--- src/hdl/spf_pkg.sv ---
package spf_pkg;
	// =========================================================
	// control register layout
	localparam int CTL_SELF_PROG_ENABLE_ALIAS = 0;
	localparam int CTL_PAGE_ERASE_BIT = 1;
	localparam int CTL_PAGE_WRITE_BIT = 2;
	localparam int CTL_READ_FUSE_LOCK_BIT = 3;
	localparam int CTL_CLEAR_PAGE_BUFFER_BIT = 4;
	localparam logic [4:0] CMD_LOAD = 5'h01;
	localparam logic [4:0] CMD_ERASE = 5'h03;
	localparam logic [4:0] CMD_WRITE = 5'h05;
	localparam logic [4:0] CMD_READ_FUSE_LOCK_BIT = 5'h09;
	localparam logic [4:0] CMD_CLEAR_PAGE_BUFFER_BIT = 5'h11;
	// =========================================================
	// address split
	localparam int PAGE_WORDS = 32;
	localparam int WORD_BITS = 5;
	localparam int PAGE_LSB = WORD_BITS + 1;
	localparam logic [15:0] ADDR_FUSE_LO = 16'h0000;
	localparam logic [15:0] ADDR_LOCK = 16'h0001;
	localparam logic [15:0] ADDR_FUSE_EXT = 16'h0002;
	localparam logic [15:0] ADDR_FUSE_HI = 16'h0003;
	// =========================================================
	// arming windows and timing
	localparam logic [2:0] STORE_WIN = 3'h4;
	localparam logic [2:0] READ_WIN = 3'h3;
	localparam int CLK_KHZ = 40000;
	localparam int PROG_MIN_US = 3700;
	localparam int PROG_MAX_US = 4500;
	localparam int PROG_CYC = (PROG_MIN_US * CLK_KHZ + 999) / 1000;
	localparam logic [7:0] LOCK_UNUSED = 8'hfc;
	typedef enum {ST_IDLE, ST_ARMED, ST_BUSY} spf_state_t;
endpackage

--- src/hdl/spf_buf_if.sv ---
`timescale 1ns/10ps
interface spf_buf_if;
	logic wr;
	logic clr;
	logic [4:0] widx;
	logic [15:0] wdata;
	logic [511:0] image;
	modport ctl (output wr, output clr, output widx, output wdata,
		input image);
	modport buf_side (input wr, input clr, input widx, input wdata,
		output image);
endinterface

--- src/hdl/spf_page_buf.sv ---
`timescale 1ns/10ps
module spf_page_buf
	import spf_pkg::*;
(
	// clock and reset
	input wire logic core_clk_i,
	input wire logic rst_i,
	// buffer port
	spf_buf_if.buf_side bus
);
	typedef struct packed {
		logic [PAGE_WORDS-1:0][15:0] mem;
	} spf_buf_t;
	spf_buf_t st_r, st_nxt;

	// erased flash words read all ones, so clearing fills with ones
	always_comb begin
		st_nxt = st_r;
		if (bus.clr) begin
			st_nxt.mem = '1;
		end else if (bus.wr) begin
			st_nxt.mem[bus.widx] = bus.wdata;
		end
	end

	always_ff @(posedge core_clk_i or posedge rst_i) begin
		if (rst_i) begin
			st_r <= '1;
		end else begin
			st_r <= st_nxt;
		end
	end

	assign bus.image = st_r.mem;

	chk_clear_fills: assert property (@(posedge core_clk_i) disable iff (rst_i)
		bus.clr |=> st_r.mem == '1) else $error("buffer not cleared");
endmodule // spf_page_buf

--- src/hdl/spf_sequencer.sv ---
`timescale 1ns/10ps
module spf_sequencer
	import spf_pkg::*;
#(
	parameter int PROG_CYCLES = PROG_CYC
)
(
	// clock and reset
	input wire logic core_clk_i,
	input wire logic rst_i,
	// control register write and read
	input wire logic ctl_wr_i,
	input wire logic [7:0] ctl_wdata_i,
	output logic [7:0] ctl_rdata_o,
	// cpu instructions
	input wire logic store_i,
	input wire logic table_rd_i,
	input wire logic [15:0] zptr_i,
	input wire logic [15:0] store_data_i,
	input wire logic [15:0] flash_word_i,
	output logic [7:0] table_data_o,
	output logic cpu_stall_o,
	// eeprom status
	input wire logic eeprom_write_busy_i,
	// nonvolatile bits, zero means programmed
	input wire logic [7:0] fuse_low_byte_i,
	input wire logic [7:0] fuse_high_byte_i,
	input wire logic [7:0] fuse_extended_byte_i,
	input wire logic lock_bit_first_i,
	input wire logic lock_bit_second_i,
	// flash array side
	output logic flash_erase_o,
	output logic flash_write_o,
	output logic [15:0] flash_page_addr_o,
	output logic [511:0] flash_page_data_o,
	input wire logic flash_por_i
);
	// =========================================================
	// state
	typedef struct packed {
		spf_state_t st;
		logic [4:0] ctl;
		logic [2:0] win;
		logic is_write;
		logic loading;
		logic [31:0] cnt;
		logic [15:0] page;
		logic [7:0] rdata;
		logic stall;
		logic go_erase;
		logic go_write;
	} spf_seq_t;
	spf_seq_t st_r, st_nxt;
	logic [15:0] busy_cnt_r;

	spf_buf_if bif();
	spf_page_buf u_buf (
		.core_clk_i(core_clk_i),
		.rst_i(rst_i),
		.bus(bif.buf_side)
	);

	logic cmd_ok;
	logic [4:0] cmd;
	logic [7:0] fuse_sel;
	logic armed_rd;

	// decode written command; only five codes are accepted
	always_comb begin
		cmd = ctl_wdata_i[4:0];
		cmd_ok = (cmd == CMD_LOAD) || (cmd == CMD_ERASE) ||
			(cmd == CMD_WRITE) || (cmd == CMD_READ_FUSE_LOCK_BIT) ||
			(cmd == CMD_CLEAR_PAGE_BUFFER_BIT);
		armed_rd = (st_r.st == ST_ARMED) && st_r.ctl[CTL_READ_FUSE_LOCK_BIT];
		// pick byte by pointer, upper lock bits read one
		case (zptr_i)
			ADDR_FUSE_LO: fuse_sel = fuse_low_byte_i;
			ADDR_LOCK: fuse_sel = {LOCK_UNUSED[7:2], lock_bit_second_i,
				lock_bit_first_i};
			ADDR_FUSE_EXT: fuse_sel = fuse_extended_byte_i;
			ADDR_FUSE_HI: fuse_sel = fuse_high_byte_i;
			default: fuse_sel = LOCK_UNUSED | 8'h03;
		endcase
	end

	// main sequencer
	always_comb begin
		st_nxt = st_r;
		st_nxt.go_erase = 1'b0;
		st_nxt.go_write = 1'b0;
		bif.wr = 1'b0;
		bif.clr = 1'b0;
		bif.widx = zptr_i[WORD_BITS:1];
		bif.wdata = store_data_i;
		// eeprom write while loading loses loaded words
		if (eeprom_write_busy_i && st_r.loading) begin
			bif.clr = 1'b1;
			st_nxt.loading = 1'b0;
		end
		// table read data: armed fuse read or plain byte read
		if (table_rd_i) begin
			if (armed_rd && !eeprom_write_busy_i) begin
				st_nxt.rdata = fuse_sel;
			end else if (zptr_i[0]) begin
				st_nxt.rdata = flash_word_i[15:8];
			end else begin
				st_nxt.rdata = flash_word_i[7:0];
			end
		end
		case (st_r.st)
			ST_IDLE: begin
				if (ctl_wr_i && cmd_ok && !eeprom_write_busy_i) begin
					if (cmd == CMD_CLEAR_PAGE_BUFFER_BIT) begin
						bif.clr = 1'b1;
						st_nxt.loading = 1'b0;
					end
					st_nxt.st = ST_ARMED;
					st_nxt.ctl = cmd;
					st_nxt.win = (cmd == CMD_READ_FUSE_LOCK_BIT) ? READ_WIN : STORE_WIN;
				end
			end
			ST_ARMED: begin
				if (eeprom_write_busy_i) begin
					st_nxt.st = ST_IDLE;
					st_nxt.ctl = '0;
				end else if (table_rd_i && st_r.ctl[CTL_READ_FUSE_LOCK_BIT]) begin
					st_nxt.st = ST_IDLE;
					st_nxt.ctl = '0;
				end else if (store_i) begin
					st_nxt.st = ST_IDLE;
					st_nxt.ctl = '0;
					if (st_r.ctl == CMD_LOAD) begin
						bif.wr = 1'b1;
						st_nxt.loading = 1'b1;
					end else if (st_r.ctl == CMD_ERASE ||
						st_r.ctl == CMD_WRITE) begin
						st_nxt.st = ST_BUSY;
						st_nxt.ctl = st_r.ctl;
						st_nxt.is_write = (st_r.ctl == CMD_WRITE);
						st_nxt.go_erase = (st_r.ctl == CMD_ERASE);
						st_nxt.go_write = (st_r.ctl == CMD_WRITE);
						st_nxt.page = {zptr_i[15:PAGE_LSB],
							{PAGE_LSB{1'b0}}};
						st_nxt.cnt = '0;
						st_nxt.stall = 1'b1;
					end
				end else if (st_r.win == 3'h1) begin
					st_nxt.st = ST_IDLE;
					st_nxt.ctl = '0;
				end else begin
					st_nxt.win = st_r.win - 3'h1;
				end
			end
			ST_BUSY: begin
				st_nxt.cnt = st_r.cnt + 32'h1;
				if (st_r.cnt == 32'(PROG_CYCLES - 1)) begin
					st_nxt.st = ST_IDLE;
					st_nxt.ctl = '0;
					st_nxt.stall = 1'b0;
					if (st_r.is_write) begin
						bif.clr = 1'b1;
						st_nxt.loading = 1'b0;
					end
				end
			end
			default: st_nxt.st = ST_IDLE;
		endcase
	end

	// reset ends commands and the stall, but does not stop the completion timer of a running flash erase or write
	always_ff @(posedge core_clk_i or posedge rst_i) begin
		if (rst_i) begin
			st_r <= '0;
			st_r.st <= ST_IDLE;
		end else begin
			st_r <= st_nxt;
		end
	end

	// independent completion timer, kept off the system reset
	always_ff @(posedge core_clk_i or posedge flash_por_i) begin
		if (flash_por_i) begin
			busy_cnt_r <= '0;
		end else if (st_nxt.go_erase || st_nxt.go_write) begin
			busy_cnt_r <= 16'h1;
		end else if (busy_cnt_r != 16'h0) begin
			busy_cnt_r <= busy_cnt_r + 16'h1;
		end
	end

	assign ctl_rdata_o = {3'h0, st_r.ctl};
	assign table_data_o = st_r.rdata;
	assign cpu_stall_o = st_r.stall;
	assign flash_erase_o = st_r.go_erase;
	assign flash_write_o = st_r.go_write;
	assign flash_page_addr_o = st_r.page;
	assign flash_page_data_o = bif.image;

	// =========================================================
	// checks
	chk_store_window: assert property (@(posedge core_clk_i)
		disable iff (rst_i)
		(st_r.st == ST_IDLE && ctl_wr_i && ctl_wdata_i[4:0] == CMD_WRITE
		&& !eeprom_write_busy_i) ##1 (!store_i && !table_rd_i
		&& !eeprom_write_busy_i && !ctl_wr_i)[*4] |=> ctl_rdata_o == 8'h00)
		else $error("arming not dropped");
	chk_write_stall: assert property (@(posedge core_clk_i)
		disable iff (rst_i)
		flash_write_o |-> cpu_stall_o) else $error("no stall");
	chk_bad_cmd: assert property (@(posedge core_clk_i) disable iff (rst_i)
		(st_r.st == ST_IDLE && ctl_wr_i && !cmd_ok) |=> st_r.st == ST_IDLE)
		else $error("bad code armed");
	chk_ee_block: assert property (@(posedge core_clk_i) disable iff (rst_i)
		(st_r.st == ST_IDLE && eeprom_write_busy_i) |=>
		st_r.st == ST_IDLE) else $error("armed while eeprom busy");
	chk_lock_read: assert property (@(posedge core_clk_i) disable iff (rst_i)
		(armed_rd && table_rd_i && !eeprom_write_busy_i
		&& zptr_i == ADDR_LOCK) |=> table_data_o[7:2] == 6'h3f)
		else $error("lock upper bits");
	chk_plain_read: assert property (@(posedge core_clk_i)
		disable iff (rst_i)
		(st_r.st == ST_IDLE && table_rd_i && zptr_i[0]) |=>
		table_data_o == $past(flash_word_i[15:8]))
		else $error("byte select wrong");
	chk_read_clears: assert property (@(posedge core_clk_i)
		disable iff (rst_i)
		(armed_rd && table_rd_i) |=> st_r.st == ST_IDLE)
		else $error("read arming held");
	chk_busy_hold: assert property (@(posedge core_clk_i) disable iff (rst_i)
		$rose(cpu_stall_o) |-> ctl_rdata_o[0] throughout cpu_stall_o[*8])
		else $error("enable dropped while busy");
	cov_load: cover property (@(posedge core_clk_i) bif.wr);
	cov_write: cover property (@(posedge core_clk_i) flash_write_o);
	cov_fuse: cover property (@(posedge core_clk_i) armed_rd && table_rd_i);
endmodule // spf_sequencer

--- config.mk ---
export PLATFORM = sky130hd
export DESIGN_NAME = spf_sequencer
export DESIGN_NICKNAME = d
export VERILOG_FILES = /design/src/hdl/spf_pkg.sv /design/src/hdl/spf_buf_if.sv /design/src/hdl/spf_page_buf.sv /design/src/hdl/spf_sequencer.sv
export SDC_FILE = /design/constraint.sdc
export NUM_CORES = 2
export LEC_CHECK = 0
export BUFFER_PORTS_ARGS = -buffer_cell sky130_fd_sc_hd__clkbuf_2
export CORE_AREA = 2 2 250 252
export CTS_CLUSTER_SIZE = 10
export DETAILED_ROUTE_END_ITERATION = 12
export DIE_AREA = 0 0 252 254
export PLACE_DENSITY_LB_ADDON = 0.25
export SLEW_MARGIN = 40
export SYNTH_ARGS = -nofsm -noshare
export SYNTH_HDL_FRONTEND = slang
export SYNTH_SLANG_ARGS = --single-unit
--- constraint.sdc ---
create_clock -name core_clk_i -period 23.7 [get_ports core_clk_i]
set_input_delay 4.74 -clock core_clk_i [delete_from_list [all_inputs] [get_ports core_clk_i]]
set_output_delay 4.74 -clock core_clk_i [all_outputs]
set_load 0.02 [all_outputs]
### Yosys cells after proc, flatten, opt, wreduce, memory -nomap -nowiden

Index checks and enable logic that the tools add are counted.
W data, S select, Z words.

* input port bits: 89
* register bits: 607
* word-level logic and storage cells: 158

* equality and inequality tests: 27
* mux-type cells: 56
* reductions and logical operators: 25
* add/subtract/negate cells: 2
* bitwise gates (word level): 3
* order comparisons: 2

Operator list (count)
* $mux W512: 2
* $bwmux W512: 1
* $mux W37: 6
* $mux W53: 2
* $mux W48: 2
* $pmux W32 S3: 1
* $demux W16 S5: 1
* $eq A32 B2 Y1 const B: 2
* $pmux W32 S2: 1
* $mux W50: 1
* $mux W40: 1
* $add A32 B1 Y32 const B: 1
* $eq A16 B2 Y1 const B: 2
* $eq A32 B1 Y1 const B: 1
* $eq A32 B18 Y1 const B: 1
* $logic_not A32 Y1: 1
* $pmux W8 S4: 1
* $mux W3: 8
* $mux W1: 19
* $ne A2 B2 Y1 const B: 9
* $reduce_and A6 Y1: 3
* $eq A16 B1 Y1 const B: 1
* $logic_not A16 Y1: 1
* $mux W16: 1
* 27 further kinds: 46

### Logic depth before layout (Yosys ltp)

* depth in word-level cells: 10
* mapped depth: 10

### By module

A second synthesis with hierarchy kept.

* cells, all modules: 1780
* area total of the unflattened synthesis: 24185.7 um^2

Modules (own cells, without submodules)
* spf_page_buf: cells each 1357, area an instance 20210.6 um^2, times used 1
* spf_sequencer: cells each 423, area an instance 3975.1 um^2, times used 1

### Worst setup path before layout

No wires, ideal clock.

* path kind: input to register
* from: input port ctl_wdata_i[4]
* to: register st_r, in the netlist ctl_rdata_o[0]
* slack: 17.245 ns
* stages on the path: 5
* required time: 23.572 ns
* arrival time: 6.328 ns
* library setup time: 0.128 ns
* cells stage by stage: maj3_1 -> o221a_2 -> or4b_1 -> a21o_1 -> mux2_1

* word-level cells in the longest chain between the ends: 9

RTL lines
* start: declaration: line spf_sequencer.sv:13 `input wire logic [7:0] ctl_wdata_i,`
* $eq A5 B1 Y1 or $eq A5 B2 Y1 (tied branches): line spf_sequencer.sv:71 `cmd_ok = (cmd == CMD_LOAD) || (cmd == CMD_ERASE) ||`
* $logic_or A1 B1 Y1 (2 in a row): line spf_sequencer.sv:71
* $logic_or A1 B1 Y1: line spf_sequencer.sv:72 `(cmd == CMD_WRITE) || (cmd == CMD_READ_FUSE_LOCK_BIT) ||`
* $logic_or A1 B1 Y1 (*): line spf_sequencer.sv:72
* $logic_and A1 B1 Y1 (*) (2 in a row): line spf_sequencer.sv:112 `if (ctl_wr_i && cmd_ok && !eeprom_write_busy_i) begin`
* $ne A2 B2 Y1 (no line) (*)
* $reduce_and A5 Y1 (no line) (*)
* end signal: assignment: line spf_sequencer.sv:176 `st_r <= st_nxt;`
* end: declaration: line spf_sequencer.sv:53 `spf_seq_t st_r, st_nxt;`

Mark *: on every way between the ends. The rest lies on a longest branch, timed or not.
A chain may end at the register's enable or synchronous reset.

### Worst setup path in the final report

* from: input port ctl_wdata_i[0]
* to: register u_buf.st_r, in the netlist u_buf.bus.image[469]

* word-level cells in the longest chain between the ends: 10

RTL lines
* $eq A5 B1 Y1 or $eq A5 B2 Y1 (tied branches): line spf_sequencer.sv:71
* $logic_or A1 B1 Y1 (2 in a row): line spf_sequencer.sv:71
* $logic_or A1 B1 Y1 (2 in a row): line spf_sequencer.sv:72
* $logic_and A1 B1 Y1 (2 in a row): line spf_sequencer.sv:112
* $mux W1 (*): line spf_sequencer.sv:112
* $pmux W1 S2 (*): line spf_sequencer.sv:110 `case (st_r.st)`
* $mux W512 or $reduce_bool A2 Y1 (tied branches)
* end signal: assignment: line spf_page_buf.sv:30 `st_r <= st_nxt;`
* end: declaration: line spf_page_buf.sv:14 `spf_buf_t st_r, st_nxt;`

Marked as above.

==> summary.md <==
| Metric | Value |
|---|---|
| Outcome | finished, final reports clean |
| Via count of the first global-routing pass | 20709 |
| Worst endpoint required time | approximately 24000 ps |
| Sw Ratio | 0.290 |
| Die width | approximately 250 um |
| WS Path Type | in -> reg |
| Site Rows | 91 |
| Met1 GRT Util | 0.359 |
| Reg-to-Reg Start | st_r[27] |
| Vias per cell | ~5.4 |
| TritonRoute pass-1 iters | 6 |
| Fmax | approximately 0.14 GHz |
| Post-synth EDFFs | 0 |
| Library cells used by synthesis | 61 |
| Crit end category | flop |
| FFs w/ async S/R, synth | 1.00 |
| Full die area | 64000 um2 |
| Predominant post-synthesis flop cell | dfstp_2 |
| Detailed Route WL | a little under 90000 um |
| Pwr Density | 79.8 nW/um2 |
| Combinational fraction of design power | 0.151 |
| Static Leakage | about 0.015 uW |
| Layout cells sized above 1 | 0.404 |
| Post-route minimum period | 6930 ps |
| Internal | roughly 1800 uW |
| CP top delay family | buffers and inverters |
| Core Area | around 61000 um2 |
| DRC Markers | 0 |
| Placer Congestion | 0.925 |
| Longest Clk Path Bufs | 3 |
| Total grt overflow | 0 |
| Setup-failing EPs final | 0 |
| Port bufs | roughly 620 |
| CP startpoint | ctl_wdata_i[0] |
| Max incr delay on CP | ~660 ps |
| Grt met2 use | 0.439 |
| Critical hold path startpoint | u_buf.bus.image[482] |
| Hold buffer count at cts | 0 |
| Top Ports | ~640 |
| Die Y-Extent | 254 um |
| Initial Util | 0.423 |
| Worst EP arrival | about 7400 ps |
| Drt initial violations | 1827 |
| # Post-CTS Setup Buffers | 0 |
| GR peak layer | met2 |
| Crit-path cells | clkbuf_2, nor2b_1, nand3_1, o31a_1, o21a_4, buf_12, buf_6, buf_6, nand3_1 |
| Final hold violation count | 0 |
| Syn Inst Count | between 2000 and 3000 |
| Global Route met3 Usage | 0.0584 |
| CP startpoint kind | input port |
| Mapped cell area | between 20000 and 30000 um2 |
| Sequential fraction of design power | 0.461 |
| Post-CTS sizing | 0 |
| Post-route ant nets | 0 |
| Maximum capacitance violations | 0 |
| Worst-Skew Late Latency | between 600 and 700 ps |
| CTS root buf | clkbuf_16 |
| Worst-path maximum fanout | 112 |
| WHS | about 480 ps |
| Total track usage | 0.272 |
| RSZ-0062 raised after global routing | no |
| Antenna violations before repair | 3 |
| Final Cycle Share | 0.293 |
| Psw | roughly 720 uW |
| First-pass GRT wire length | about 130000 um |
| Drt wl/cell | about 22 um |
| Final Max Tran Viols | 0 |
| HPWL Detailed | between 50000 and 60000 um |
| Slew of the pin with the lowest slew margin | 827 ps |
| Worst hold path class | reg -> reg |
| Clock Skews | around 19 ps |
| Area growth syn-to-layout | 19.8% |
| CTS Buf Count | a little under 70 |
| NumNets Final | 3326 |
| Critical path buffers and inverters | 4 |
| Vias | 21963 |
| Clk pwr share | 0.389 |
| Largest net degree at the start of global routing | between 100 and 150 |
| Sequential area share after synthesis | 0.582 |
| Synth warn | 0 |
| Clock sinks | 577 |
| Clock slew at reported path FFs | 50 ps |
| Post-synthesis area per instance | ~9.4 um2 |
| Total negative setup slack | 0 ps |
| CTS tree | built |
| Worst slew margin | 0.448 |
| Flops & latches, synth | 577 |
| Crit path max-delay cell type | buf_6 |
| Maximum VDD drop | about 56 uV |
| H-tree depth | 3 |
layout make-up:
class / instances / area [um2]
Antenna cell: 3 / 7.51
Clock buffer: 86 / 1860
Clock inverter: 8 / 108
Fill cell: 5651 / 30200
Inverter: 17 / 76.3
Multi-Input combinational cell: 1901 / 9400
Sequential cell: 577 / 15100
Tap cell: 790 / 988
Timing Repair Buffer: 664 / 3530
worst min-delay path, stage by stage, from the launching register on:
cell and delay (ps):
dfstp_2 360, nand2_1 50, nand3_1 60
placed cells by master (no fill, tap or decap), types with 8 or more instances in the layout:
cell type and count:
a21oi_1 11, a22o_1 12, buf_4 30, clkbuf_1 11
clkbuf_16 70, clkbuf_2 622, conb_1 9, dfrtp_1 65
dfstp_2 512, inv_1 16, mux2_2 13, mux2i_1 49
nand2_1 1042, nand3_1 499, nand4_1 12, nor2_1 24
nor2b_1 8, nor3_1 11, nor3_4 28, nor4_1 12
o21ai_0 24, o311ai_0 8, or3_1 34
registers in the layout, indices dropped and copies added (netlist names):
name               cells
u_buf.bus.image      512
st_r                  39
flash_page_addr_o     10
table_data_o           8
ctl_rdata_o            5
cpu_stall_o            1
flash_erase_o          1
flash_write_o          1
cells in the mapped netlist (13+ instances only):
| master | n | share of area |
|---|---|---|
| nor3_2 | 25 | 0.0097 |
| mux2i_1 | 49 | 0.019 |
| o21ai_0 | 24 | 0.0046 |
| nand2_1 | 1042 | 0.15 |
| nor2_1 | 25 | 0.0036 |
| buf_2 | 22 | 0.0042 |
| buf_4 | 34 | 0.0098 |
| or3_1 | 34 | 0.0082 |
| inv_1 | 17 | 0.0025 |
| dfstp_2 | 512 | 0.52 |
| nand3_1 | 499 | 0.096 |
| buf_6 | 54 | 0.023 |
| clkbuf_1 | 150 | 0.022 |
| dfrtp_1 | 65 | 0.063 |
| mux2_2 | 13 | 0.0056 |
per-stage QoR:
step | std cells | total power, uW | util | cell area (um2) | setup slack, ps
after floorplan | 2762 | 1400 | - | 25900 | 3660
after global placement | 3945 | 1520 | 0.471 | 28800 | 15450
after detailed placement | 3948 | 1530 | 0.474 | 29000 | 15860
after CTS | 4042 | 2500 | 0.506 | 31000 | 16510
after global routing | 4045 | 2580 | 0.507 | 31100 | 16640
final | 4046 | 2480 | 0.507 | 31100 | 16770
kinds of logic (layout without fill, tap and decap cells):
| group | count (synthesis) | count (layout) | synth area share |
|---|---|---|---|
| AND/OR/NAND/NOR | 1723 | 1723 | 0.298 |
| other | 1 | 12 | 0.000145 |
| XOR/XNOR | 11 | 11 | 0.00372 |
| adder cells (fa/ha/maj) | 8 | 8 | 0.00377 |
| multiplexers | 70 | 70 | 0.0289 |
| buffers and inverters | 284 | 775 | 0.0628 |
| flip-flops | 577 | 577 | 0.582 |
| AO/OA/AOI/OAI | 80 | 80 | 0.0211 |
power by group through the flow:
stage	Combinational, uW	Clock (uW)	Sequential (uW)
global placement	366	0	1150
CTS	376	982	1140
floorplan	185	0	1210
global route	402	1020	1150
detailed placement	375	0	1150
finish	373	963	1140
final timing paths:
check                                        to  slack [ps]  cells past startpoint
max                        u_buf.bus.image[469]       16770                      9
min                        u_buf.bus.image[482]         480                      2
max reg2reg                u_buf.bus.image[469]       20380                      8
min reg2reg                u_buf.bus.image[482]         480                      2
max in group asynchronous  u_buf.bus.image[107]       16940                      5
min in group asynchronous       table_data_o[0]        4360                      2
per-layer routing:
metal,part of all wire,up-vias
li1,-,9947
met1,0.40,10859
met2,0.48,986
met3,0.083,171
met4,0.034,0
met5,0,-
Note: power is estimated with default switching activity, not from simulation.
